**src/include/pts_pkg.sv**
```systemverilog
package pts_pkg;

    // ****************************************************************
    // Bus and register map
    // ****************************************************************
    localparam int ADDR_W = 12;
    localparam int DATA_W = 32;
    // Register indices; the byte address is four times the index
    localparam logic [7:0] IDX_INTERRUPT_CONTROL = 8'h0b;
    localparam logic [7:0] IDX_PERIPHERAL_FLAGS_ONE = 8'h0c;
    localparam logic [7:0] IDX_PERIOD_COUNTER = 8'h11;
    localparam logic [7:0] IDX_TIMER_CONTROL = 8'h12;
    localparam logic [7:0] IDX_PERIPHERAL_ENABLES_ONE = 8'h8c;
    localparam logic [7:0] IDX_PERIOD_LIMIT = 8'h92;

    // ****************************************************************
    // Reset values and field positions
    // ****************************************************************
    localparam logic [7:0] RST_ZERO = 8'h00;
    localparam logic [7:0] RST_PERIOD_LIMIT = 8'hff;
    localparam int BIT_MATCH_FLAG = 1;
    localparam int BIT_GLOBAL_IRQ_ENABLE = 7;
    localparam int BIT_PERIPHERAL_IRQ_ENABLE = 6;
    localparam logic [6:0] CTRL_WRITE_MASK = 7'h7f;

    // ****************************************************************
    // Timing: the instruction clock is the oscillator divided by four
    // ****************************************************************
    localparam int OSC_PER_INSTR = 4;
    localparam logic [1:0] INSTR_DIV_LAST = 2'(OSC_PER_INSTR - 1);
    localparam logic [3:0] PRESC_LAST_1 = 4'h0;
    localparam logic [3:0] PRESC_LAST_4 = 4'h3;
    localparam logic [3:0] PRESC_LAST_16 = 4'hf;

    // Timer control register layout
    typedef struct packed {
        logic unused;
        logic [3:0] match_divide_select;
        logic counter_run;
        logic [1:0] clock_divide_select;
    } pts_ctrl_t;

    // Time-base outputs handed to the PWM units; the serial port takes the match alone as ssp_shift_tick
    typedef struct packed {
        logic [7:0] count;
        logic match;
    } pts_timebase_t;

endpackage : pts_pkg

```
**src/rtl/pts_timer.sv**
```systemverilog
// The APB slave port was left to the implementer.
`timescale 1ns/100ps
`default_nettype none
module pts_timer
    import pts_pkg::*;
(
    input wire logic sys_clk,
    input wire logic reset_n,
    input wire logic clk_en,
    input wire logic psel,
    input wire logic penable,
    input wire logic pwrite,
    input wire logic [ADDR_W-1:0] paddr,
    input wire logic [DATA_W-1:0] pwdata,
    input wire logic [3:0] pstrb,
    output logic [DATA_W-1:0] prdata,
    output logic pready,
    output logic pslverr,
    output logic irq,
    output logic ssp_shift_tick,
    output pts_timebase_t pwm_timebase,
    output logic pwm_update
);

    // ****************************************************************
    // Helper functions
    // ****************************************************************

    // Byte address of a register index
    function automatic logic [ADDR_W-1:0] byte_addr(input logic [7:0] idx);
        byte_addr = {2'b00, idx, 2'b00};
    endfunction : byte_addr

    // Last prescaler count for a divide select; 1x both mean sixteen
    function automatic logic [3:0] presc_last(input logic [1:0] sel);
        if (sel == 2'b00) begin
            presc_last = PRESC_LAST_1;
        end else if (sel == 2'b01) begin
            presc_last = PRESC_LAST_4;
        end else begin
            presc_last = PRESC_LAST_16;
        end
    endfunction : presc_last

    // ****************************************************************
    // State
    // ****************************************************************
    logic [7:0] counter_reg;
    logic [7:0] limit_reg;
    pts_ctrl_t ctrl_reg;
    logic [1:0] instr_div_reg;
    logic [3:0] presc_reg;
    logic [3:0] post_reg;
    logic match_flag_reg;
    logic [7:0] flags_other_reg;
    logic [7:0] enables_reg;
    logic [7:0] interrupt_control_reg;
    logic pready_reg;
    logic [DATA_W-1:0] prdata_reg;
    logic irq_reg;
    logic match_reg;

    // ****************************************************************
    // Bus decode
    // ****************************************************************
    logic access;
    logic done;
    logic wr_done;
    logic rd_done;
    logic hit;
    logic wr_counter;
    logic wr_ctrl;
    logic wr_limit;
    logic wr_flags;
    logic wr_enables;
    logic wr_interrupt_control;
    logic rd_flags;
    logic [7:0] wbyte;
    logic [7:0] rd_value;

    // Access phase waits one cycle so read data comes from a flip-flop
    assign access = psel && penable;
    assign done = access && pready_reg;
    assign wr_done = done && pwrite && pstrb[0];
    assign rd_done = done && !pwrite;
    assign wbyte = pwdata[7:0];

    // Address decode and read multiplexer
    always_comb begin
        hit = 1'b1;
        rd_value = RST_ZERO;
        if (paddr == byte_addr(IDX_INTERRUPT_CONTROL)) begin
            rd_value = interrupt_control_reg;
        end else if (paddr == byte_addr(IDX_PERIPHERAL_FLAGS_ONE)) begin
            rd_value = flags_other_reg;
            rd_value[BIT_MATCH_FLAG] = match_flag_reg;
        end else if (paddr == byte_addr(IDX_PERIOD_COUNTER)) begin
            rd_value = counter_reg;
        end else if (paddr == byte_addr(IDX_TIMER_CONTROL)) begin
            rd_value = {1'b0, ctrl_reg[6:0]};
        end else if (paddr == byte_addr(IDX_PERIPHERAL_ENABLES_ONE)) begin
            rd_value = enables_reg;
        end else if (paddr == byte_addr(IDX_PERIOD_LIMIT)) begin
            rd_value = limit_reg;
        end else begin
            hit = 1'b0;
        end
    end

    assign wr_interrupt_control = wr_done && (paddr == byte_addr(IDX_INTERRUPT_CONTROL));
    assign wr_flags = wr_done && (paddr == byte_addr(IDX_PERIPHERAL_FLAGS_ONE));
    assign wr_counter = wr_done && (paddr == byte_addr(IDX_PERIOD_COUNTER));
    assign wr_ctrl = wr_done && (paddr == byte_addr(IDX_TIMER_CONTROL));
    assign wr_enables = wr_done && (paddr == byte_addr(IDX_PERIPHERAL_ENABLES_ONE));
    assign wr_limit = wr_done && (paddr == byte_addr(IDX_PERIOD_LIMIT));
    assign rd_flags = rd_done && (paddr == byte_addr(IDX_PERIPHERAL_FLAGS_ONE));

    // ****************************************************************
    // APB slave handshake
    // ****************************************************************

    // One wait state; pready drops the cycle after completion
    always_ff @(posedge sys_clk) begin
        if (!reset_n) begin
            pready_reg <= 1'b0;
            prdata_reg <= '0;
            pslverr <= 1'b0;
        end else if (clk_en) begin
            pready_reg <= access && !pready_reg;
            if (access && !pready_reg) begin
                prdata_reg <= pwrite ? '0 : {24'h00_0000, rd_value};
                pslverr <= !hit; // Unmapped address answers with an error
            end else begin
                pslverr <= 1'b0;
            end
        end
    end

    assign pready = pready_reg;
    assign prdata = prdata_reg;

    // ****************************************************************
    // Instruction clock and prescaler
    // ****************************************************************
    logic instr_tick;
    logic presc_tick;
    logic at_limit;
    logic scaler_clear;

    // Oscillator divided by four gives the instruction clock
    always_ff @(posedge sys_clk) begin
        if (!reset_n) begin
            instr_div_reg <= '0;
        end else if (clk_en) begin
            instr_div_reg <= instr_div_reg + 2'b01;
        end
    end

    assign instr_tick = (instr_div_reg == INSTR_DIV_LAST);
    // Counter write or control write empties both scaler counts
    assign scaler_clear = wr_counter || wr_ctrl;
    // Stopped timer never ticks, so the prescaler and count hold while off; the instruction divider runs on
    assign presc_tick = instr_tick && ctrl_reg.counter_run && !scaler_clear &&
        (presc_reg == presc_last(ctrl_reg.clock_divide_select));
    assign at_limit = (counter_reg == limit_reg);

    // Prescaler count; reset clears it as well
    always_ff @(posedge sys_clk) begin
        if (!reset_n) begin
            presc_reg <= '0;
        end else if (clk_en) begin
            if (scaler_clear) begin
                presc_reg <= '0;
            end else if (instr_tick && ctrl_reg.counter_run) begin
                if (presc_reg >= presc_last(ctrl_reg.clock_divide_select)) begin
                    presc_reg <= '0;
                end else begin
                    presc_reg <= presc_reg + 4'h1;
                end
            end
        end
    end

    // ****************************************************************
    // Period counter
    // ****************************************************************

    // Software write wins over a tick in the same cycle; control writes keep the value
    always_ff @(posedge sys_clk) begin
        if (!reset_n) begin
            counter_reg <= RST_ZERO;
        end else if (clk_en) begin
            if (wr_counter) begin
                counter_reg <= wbyte;
            end else if (presc_tick) begin
                counter_reg <= at_limit ? RST_ZERO : counter_reg + 8'h01;
            end
        end
    end

    // Period limit register
    always_ff @(posedge sys_clk) begin
        if (!reset_n) begin
            limit_reg <= RST_PERIOD_LIMIT;
        end else if (clk_en && wr_limit) begin
            limit_reg <= wbyte;
        end
    end

    // Timer control; bit 7 is never stored
    always_ff @(posedge sys_clk) begin
        if (!reset_n) begin
            ctrl_reg <= '0;
        end else if (clk_en && wr_ctrl) begin
            ctrl_reg <= {1'b0, wbyte[6:0] & CTRL_WRITE_MASK};
        end
    end

    // ****************************************************************
    // Match pulse and postscaler
    // ****************************************************************
    logic match_now;
    logic post_terminal;

    assign match_now = presc_tick && at_limit && !wr_counter;
    assign post_terminal = match_now && (post_reg == ctrl_reg.match_divide_select);

    // Postscaler counts matches from zero up to the select value n
    always_ff @(posedge sys_clk) begin
        if (!reset_n) begin
            post_reg <= '0;
        end else if (clk_en) begin
            if (scaler_clear) begin
                post_reg <= '0;
            end else if (post_terminal) begin
                post_reg <= '0;
            end else if (match_now) begin
                post_reg <= post_reg + 4'h1;
            end
        end
    end

    // Unscaled match pulse, registered, to the serial port and PWM units
    always_ff @(posedge sys_clk) begin
        if (!reset_n) begin
            match_reg <= 1'b0;
        end else if (clk_en) begin
            match_reg <= match_now;
        end
    end

    assign ssp_shift_tick = match_reg;

    // Time base shared by every PWM unit; both see the same count and match
    assign pwm_timebase.count = counter_reg;
    assign pwm_timebase.match = match_reg;

    // ****************************************************************
    // Flags, enables and interrupt
    // ****************************************************************

    // Match flag is sticky; set beats any clear in the same cycle
    always_ff @(posedge sys_clk) begin
        if (!reset_n) begin
            match_flag_reg <= 1'b0;
        end else if (clk_en) begin
            if (post_terminal) begin
                match_flag_reg <= 1'b1;
            end else if (rd_flags && prdata_reg[BIT_MATCH_FLAG]) begin
                // Clear only what the read returned, so a late event survives
                match_flag_reg <= 1'b0;
            end else if (wr_flags) begin
                match_flag_reg <= wbyte[BIT_MATCH_FLAG];
            end
        end
    end

    // Remaining flag bits belong to other peripherals; stored here, and a flags read clears the bits it returned
    always_ff @(posedge sys_clk) begin
        if (!reset_n) begin
            flags_other_reg <= RST_ZERO;
        end else if (clk_en) begin
            if (rd_flags) begin
                flags_other_reg <= flags_other_reg & ~prdata_reg[7:0];
            end else if (wr_flags) begin
                flags_other_reg <= wbyte & ~(8'h01 << BIT_MATCH_FLAG);
            end
        end
    end

    // Enable masks
    always_ff @(posedge sys_clk) begin
        if (!reset_n) begin
            enables_reg <= RST_ZERO;
            interrupt_control_reg <= RST_ZERO;
        end else if (clk_en) begin
            if (wr_enables) begin
                enables_reg <= wbyte;
            end
            if (wr_interrupt_control) begin
                interrupt_control_reg <= wbyte;
            end
        end
    end

    // Level interrupt from the match flag, gated by its enable and both interrupt control bits
    always_ff @(posedge sys_clk) begin
        if (!reset_n) begin
            irq_reg <= 1'b0;
        end else if (clk_en) begin
            irq_reg <= match_flag_reg && enables_reg[BIT_MATCH_FLAG] &&
                interrupt_control_reg[BIT_PERIPHERAL_IRQ_ENABLE] && interrupt_control_reg[BIT_GLOBAL_IRQ_ENABLE];
        end
    end

    assign irq = irq_reg;

    // PWM duty reload follows the postscaled match, as the interrupt does
    logic pwm_update_reg;
    always_ff @(posedge sys_clk) begin
        if (!reset_n) begin
            pwm_update_reg <= 1'b0;
        end else if (clk_en) begin
            pwm_update_reg <= post_terminal;
        end
    end

    assign pwm_update = pwm_update_reg;

endmodule : pts_timer
`default_nettype wire

```
**config.mk**
```make
export PLATFORM = sky130hd
export DESIGN_NAME = pts_timer
export DESIGN_NICKNAME = d
export VERILOG_FILES = /design/src/include/pts_pkg.sv /design/src/rtl/pts_timer.sv
export SDC_FILE = /design/constraint.sdc
export NUM_CORES = 1
export LEC_CHECK = 0
export BUFFER_PORTS_ARGS = -buffer_cell sky130_fd_sc_hd__buf_4
export CORE_ASPECT_RATIO = 1.75
export CORE_UTILIZATION = 40
export CTS_BUF_LIST = sky130_fd_sc_hd__clkbuf_2
export CTS_CLUSTER_SIZE = 8
export DETAILED_ROUTE_END_ITERATION = 10
export GPL_TIMING_DRIVEN = 0
export PLACE_DENSITY_LB_ADDON = 0.05
export SYNTH_ARGS = -nofsm -noshare
export SYNTH_HDL_FRONTEND = slang
export SYNTH_SLANG_ARGS = --single-unit
```
**constraint.sdc**
```tcl
create_clock -name sys_clk -period 2.7 [get_ports sys_clk]
set_clock_uncertainty 0.1 [all_clocks]
set_input_delay 0.135 -clock sys_clk [delete_from_list [all_inputs] [get_ports sys_clk]]
set_output_delay 0.135 -clock sys_clk [all_outputs]
set_load 0.02 [all_outputs]
```
==> flow_summary.yaml, run 1 <==
setup_path:
  cp_num_buf_inv: 1
  critical-path-top-delay-family: "simple AND/OR/NAND/NOR gates"
  r2r-start: "ctrl_reg[0]$_SDFFE_PN0P_"
  worstPathRequired_ns: 3.06
  rr_endpoint: "post_reg[0]$_SDFFE_PN0P_"
  crit_end: "post_reg[0]$_SDFFE_PN0P_"
  crit_path_start_kind: "flop"
  crit_slowest_cell: "dfxtp_1"
  worstPathCellList: "or2_2, ha_1, nand4_1, nor2_1, o211ai_1, buf_4, o21ai_2, nand2_1, o31ai_1"
  max_stage_delay_ns: 0.40
  crit_fanout: 7
  worstSetupPathType: "flop to flop"
  worstSetupEndpointType: "flop"
  path_depth: 9
  reg2reg_depth: 9
  r2r_slack_ns: 0.08
  cp.arrival_ns: 2.98
  startpoint: "ctrl_reg[0]$_SDFFE_PN0P_"
synthesis:
  synth_edf_count: 0
  yosysWarningCount: 0
  async_flop_share: 0
  synthFlopType: "dfxtp_1"
  synth_area_um2: 3900
  postSynthCellCount: 491
  ys_seq_area_frac: 0.359
  synth.distinct_cells: 55
  ys_ff_latch: 70
  avgSynthCellArea_um2: 7.95
place:
  port_buffers: 48
  dp_hpwl_mm: 9.37
  placedCellCount: 684
  gp_congestion: 0.871
  place_ws_ns: -0.143
floorplanning:
  die_h_um: 133
  row_count: 47
  fp.dieW_um: 76.7
  fp.coreArea_um2: 9470
  start_util: 0.412
  die_area_um2: 10200
  io-pin-count: 100
clock_tree:
  path_clk_slew_ns: 0.22
  cts_sinks: 70
  cts_tree: "done"
  cts_root_buf: "clkbuf_2"
  clock_latency_ns: 0.55
  cts_inserted_buffers: 9
  cts-htree-levels: 3
  clock_path_buffers: 2
power_and_ir_drop:
  ir_drop_mv: 0.272
  power.net_switching_mw: 0.524
  p_leak_nw: 1.83
  comb_power_share: 0.117
  seqPwrFrac: 0.593
  p_per_area_nw_per_um2: 372
  clockPowerShare: 0.290
  switching_share: 0.298
  p_int_mw: 1.23
timing:
  worst_slew_pin_slew_ns: 1.09
  fmax_mhz: 381
  period_share: 0.972
  maxSlewViolCount: 0
  finalHoldViolCount: 1
  fin_ws_ns: 0.0759
  setup_violations: 0
  maxSlewHeadroom: 0.266
  rsz0062_at_grt: "no"
  whs_ns: -0.00536
  final.min_clock_period_ns: 2.62
cells_and_area:
  fill_cells: 992
  nets: 647
  syn2layout_area_growth_pct: 21.0
  drive_gt1_frac: 0.180
  layout.cells.non_filler: 712
  antenna_cells: 0
routing:
  wirelength_mm: 12.3
  drc: 0
  ant_nets: 0
  dr_total_vias: 3908
  drtIter0Drc: 169
  detail_route.wl_per_cell_um: 17.3
  first_pass_iters: 5
  viasPerCell: 5.49
global_route:
  grt_max_degree: 12
  grt_pass1_wl_mm: 19.2
  grtUsageTotal: 0.247
  grt_pass1_vias: 3662
  grt-ovfl-total: 0
  antenna_found_initial: 0
hold_path:
  hold_path_class: "input port to flop"
  hold_path_startpoint: "paddr[3]"
run_status:
  outcome: "finished with violations"
  violations: "negative hold slack"
job:
  drv_cap: 0
-- how the worst min path moves through the flow --
stage               slack (ns)                               to  cells past startpoint
global placement          0.31        limit_reg[6]$_SDFFE_PN1P_                      3
CTS                       0.04  flags_other_reg[5]$_SDFFE_PN0P_                      5
detailed placement        0.31        limit_reg[6]$_SDFFE_PN1P_                      3
global route            -0.001      counter_reg[7]$_SDFFE_PN0P_                      4
floorplan                 0.16        limit_reg[0]$_SDFFE_PN1P_                      2
finish                  -0.005      counter_reg[5]$_SDFFE_PN0P_                      4
-- worst min-delay path: cells and delay by family --
| family | cells | cell delay [ns] |
|---|---|---|
| AO/OA/AOI/OAI | 3 | 0.37 |
| buffers and inverters | 1 | 0.12 |
-- kinds of logic after synthesis --
kind of cell | share of synthesized area
simple gates | 0.252
compound gates | 0.206
flops | 0.359
buf+inv | 0.0769
mux | 0.0436
xor+xnor | 0.0359
fa+ha+maj | 0.0256
other cells | 0.000961
-- layer usage --
metal | part of all wire | track usage
met1 | 0.38 | 0.258
met2 | 0.53 | 0.454
met3 | 0.039 | 0.0386
met4 | 0.050 | 0.147
met5 | 0 | 0
-- cell type report --
type | instances | area, um^2 | area share
buffer | 45 | 270 | 0.0572
clock buffer | 10 | 50.0 | 0.0106
clock inverter | 6 | 28.8 | 0.00609
inverter | 8 | 30.0 | 0.00636
multi-input combinational | 391 | 2310 | 0.490
sequential | 70 | 1400 | 0.297
tap | 122 | 153 | 0.0323
timing repair buffer | 60 | 478 | 0.101
-- cell usage in the layout, fill, tap and decap left out, types with 5 or more instances in the layout --
master,n
nand4_1,8
conb_1,24
o21a_1,8
nor3_1,8
o221ai_1,10
dlygate4sd3_1,11
o21ai_0,22
clkbuf_2,10
xnor2_1,10
nand2b_1,5
mux2i_1,17
clkbuf_1,13
buf_4,75
nor2_1,36
nand2_1,74
a221oi_1,8
xor2_1,6
dfxtp_1,70
o211ai_1,6
ha_1,8
inv_1,7
a31oi_1,6
a21oi_1,45
nand3_1,34
-- synthesized netlist by cell type (2+ instances only) --
library cell / instances / area share
and2_1: 2 / 0.0032
nor3_1: 8 / 0.010
and3_1: 4 / 0.0064
a31oi_1: 6 / 0.0096
nor2b_1: 2 / 0.0032
or4_1: 2 / 0.0038
nor2_1: 36 / 0.035
inv_1: 7 / 0.0067
o211ai_1: 6 / 0.012
clkbuf_1: 13 / 0.013
nand2b_1: 5 / 0.0080
a21oi_1: 45 / 0.058
a21o_1: 4 / 0.0077
nand4_1: 8 / 0.013
nor4_4: 2 / 0.011
o31ai_1: 2 / 0.0038
xnor2_1: 10 / 0.022
nand3b_1: 2 / 0.0038
o221ai_1: 10 / 0.022
nor4_1: 3 / 0.0048
xor2_1: 6 / 0.013
o22ai_1: 3 / 0.0048
nand3_1: 34 / 0.044
buf_4: 26 / 0.050
a211oi_1: 4 / 0.0077
o21ai_0: 23 / 0.029
or2_2: 3 / 0.0048
o21a_1: 8 / 0.015
buf_2: 3 / 0.0038
and4_1: 2 / 0.0045
mux2i_1: 17 / 0.044
or3_1: 3 / 0.0048
dfxtp_1: 70 / 0.36
buf_1: 3 / 0.0029
a221oi_1: 8 / 0.018
nor3b_1: 2 / 0.0038
nand2_1: 74 / 0.071
ha_1: 8 / 0.026
-- what timing repair did --
item                                    in CTS  in global routing
hold buffers                                11                  0
endpoints found under the setup margin       4                 12
pin swaps                                    0                  1
gates resized for setup                      1                  3
buffers inserted                             0                  1
hold endpoints to repair                    59                  0
-- power groups by stage --
stage / logic [mW] / registers (mW) / clock network (mW)
floorplan: 0.112 / 1.06 / 0
global placement: 0.188 / 1.06 / 0
detailed placement: 0.190 / 1.06 / 0
CTS: 0.203 / 1.04 / 0.515
global route: 0.221 / 1.04 / 0.563
finish: 0.206 / 1.04 / 0.509
-- through the flow --
step | utilization | setup TNS, ns | power, mW | area, um^2
3_3_place_gp | 0.476 | -2.93 | 1.25 | 4500
4_1_cts | 0.496 | 0 | 1.76 | 4700
3_5_place_dp | 0.476 | -1.52 | 1.25 | 4510
2_1_floorplan | - | 0 | 1.18 | 3990
5_1_grt | 0.499 | 0 | 1.83 | 4720
6_report | 0.499 | 0 | 1.76 | 4720
Note: power is estimated with default switching activity, not from simulation.
==> run 2: changes to the inputs <==
Settings changed: PLACE_DENSITY set to 0.69, PLACE_DENSITY_LB_ADDON 0.05 to not set.
==> run 2 against run 1 <==
Compared with the run above: the run now ends clean; clock-buffer cell count increased by 1; combinational power about the same; via count increased by 2.2%; maximum frequency increased by 4.0%; routed wire length decreased by 2.3%; global-route usage decreased by 0.28 points; non-clock buffer count increased by 2; utilization increased by 0.65 points; critical endpoint is now prdata[6]$_SDFFE_PN0P_; largest power group unchanged; highest routed layer unchanged.
==> flow_summary.yaml, run 2 (same netlist as run 1, synthesis figures left out) <==
place:
  gp_congestion: 0.923
  dp_hpwl_mm: 9.30
  port_buffers: 48
timing:
  rsz0062_at_grt: "no"
  fmax_mhz: 397
  maxSlewHeadroom: 0.270
  final.min_clock_period_ns: 2.52
  maxSlewViolCount: 0
  whs_ns: 0.0488
  worst_slew_pin_slew_ns: 1.09
  finalHoldViolCount: 0
  setup_violations: 0
  period_share: 0.934
floorplanning:
  row_count: 47
  fp.coreArea_um2: 9470
  die_area_um2: 10200
  start_util: 0.412
  die_h_um: 133
  io-pin-count: 100
  fp.dieW_um: 76.7
routing:
  viasPerCell: 5.59
  detail_route.wl_per_cell_um: 16.8
  first_pass_iters: 7
  dr_total_vias: 3994
  wirelength_mm: 12.0
  drc: 0
  ant_nets: 0
  drtIter0Drc: 299
cells_and_area:
  drive_gt1_frac: 0.186
  final_cell_mix: "75 x buf_4, 74 x nand2_1, 70 x dfxtp_1"
  final_common_cell: "buf_4"
  syn2layout_area_growth_pct: 22.6
  fill_cells: 965
  nets: 649
setup_path:
  cp.arrival_ns: 2.86
  crit_fanout: 10
  worstSetupEndpointType: "flop"
  worstSetupPathType: "input port to flop"
  crit_path_start_kind: "input port"
  worstPathRequired_ns: 3.04
  r2r_slack_ns: 0.22
power_and_ir_drop:
  p_leak_nw: 1.86
  power_mw: 1.87
  ir_drop_mv: 0.345
  p_per_area_nw_per_um2: 391
hold_path:
  hold_path_class: "input port to flop"
global_route:
  grt_max_degree: 13
  grt_pass1_wl_mm: 19.2
  grt-ovfl-total: 0
  grt_pass1_vias: 3933
  grtUsageTotal: 0.244
  antenna_found_initial: 1
clock_tree:
  clock_latency_ns: 0.56
  cts_inserted_buffers: 9
  cts_root_buf: "clkbuf_2"
  cts_tree: "done"
  path_clk_slew_ns: 0.21
  cts_sinks: 70
  clock_path_buffers: 2
  cts-htree-levels: 3
job:
  drv_cap: 0
run_status:
  outcome: "finished clean"
==> run 2: per-layer routing <==
layer | GRT usage | routed length (um) | share of wire | vias up
met1 | 0.234 | 4150 | 0.34 | 1822
met4 | 0.191 | 886 | 0.074 | 0
li1 | - | - | - | 1922
met2 | 0.445 | 6240 | 0.52 | 191
met3 | 0.0490 | 749 | 0.062 | 59
met5 | 0 | 0 | 0 | -
==> run 2: through the flow <==
step | util | cell area (um^2) | setup TNS, ns | setup slack, ns | std cells
after floorplan | - | 3990 | 0 | 0.235 | 514
after detailed placement | 0.476 | 4510 | -1.19 | -0.123 | 684
after global placement | 0.476 | 4500 | -2.61 | -0.457 | 684
after global routing | 0.505 | 4790 | 0 | 0.00289 | 715
final | 0.505 | 4790 | 0 | 0.178 | 715
after CTS | 0.500 | 4730 | 0 | 0.0291 | 711
==> run 2: final cells by class <==
class	instances	area (um^2)	area share
antenna	1	2.50	0.000523
inverter	8	30.0	0.00627
sequential	70	1400	0.293
tap	122	153	0.0319
clock buffer	11	55.1	0.0115
multi-input combinational	391	2320	0.484
clock inverter	5	60.1	0.0125
buffer	45	270	0.0565
timing repair buffer	62	498	0.104
==> run 2: critical path: stages <==
cell	delay [ns]
dlygate4sd3_1	0.54
buf_4	0.16
or3b_2	0.55
nor4_4	0.48
buf_2	0.31
nand2_1	0.07
o21ai_0	0.07
o221ai_1	0.16
a221oi_1	0.38
==> run 2: power breakdown <==
| group | total [mW] | internal [mW] | switching [mW] |
|---|---|---|---|
| Sequential | 1.04 | 1.04 | 0.00284 |
| Clock | 0.624 | 0.223 | 0.401 |
| Combinational | 0.206 | 0.0827 | 0.124 |
| Total | 1.87 | 1.34 | 0.527 |
==> run 2: timing repair <==
action | 4_1_cts | 5_1_grt
endpoints found under the setup margin | 3 | 14
hold buffers | 11 | 2
resized for setup | 1 | 4
pin swaps | 0 | 1
hold endpoints to repair | 60 | 1
buffers inserted | 0 | 1
==> run 2: final timing paths <==
path / startpoint / cells after the start / endpoint
worst max-delay path: paddr[3] / 9 / prdata[6]$_SDFFE_PN0P_
worst min-delay path: pstrb[0] / 5 / flags_other_reg[0]$_SDFFE_PN0P_
worst max register to register: ctrl_reg[0]$_SDFFE_PN0P_ / 7 / counter_reg[6]$_SDFFE_PN0P_
worst min register to register: enables_reg[0]$_SDFFE_PN0P_ / 2 / enables_reg[0]$_SDFFE_PN0P_
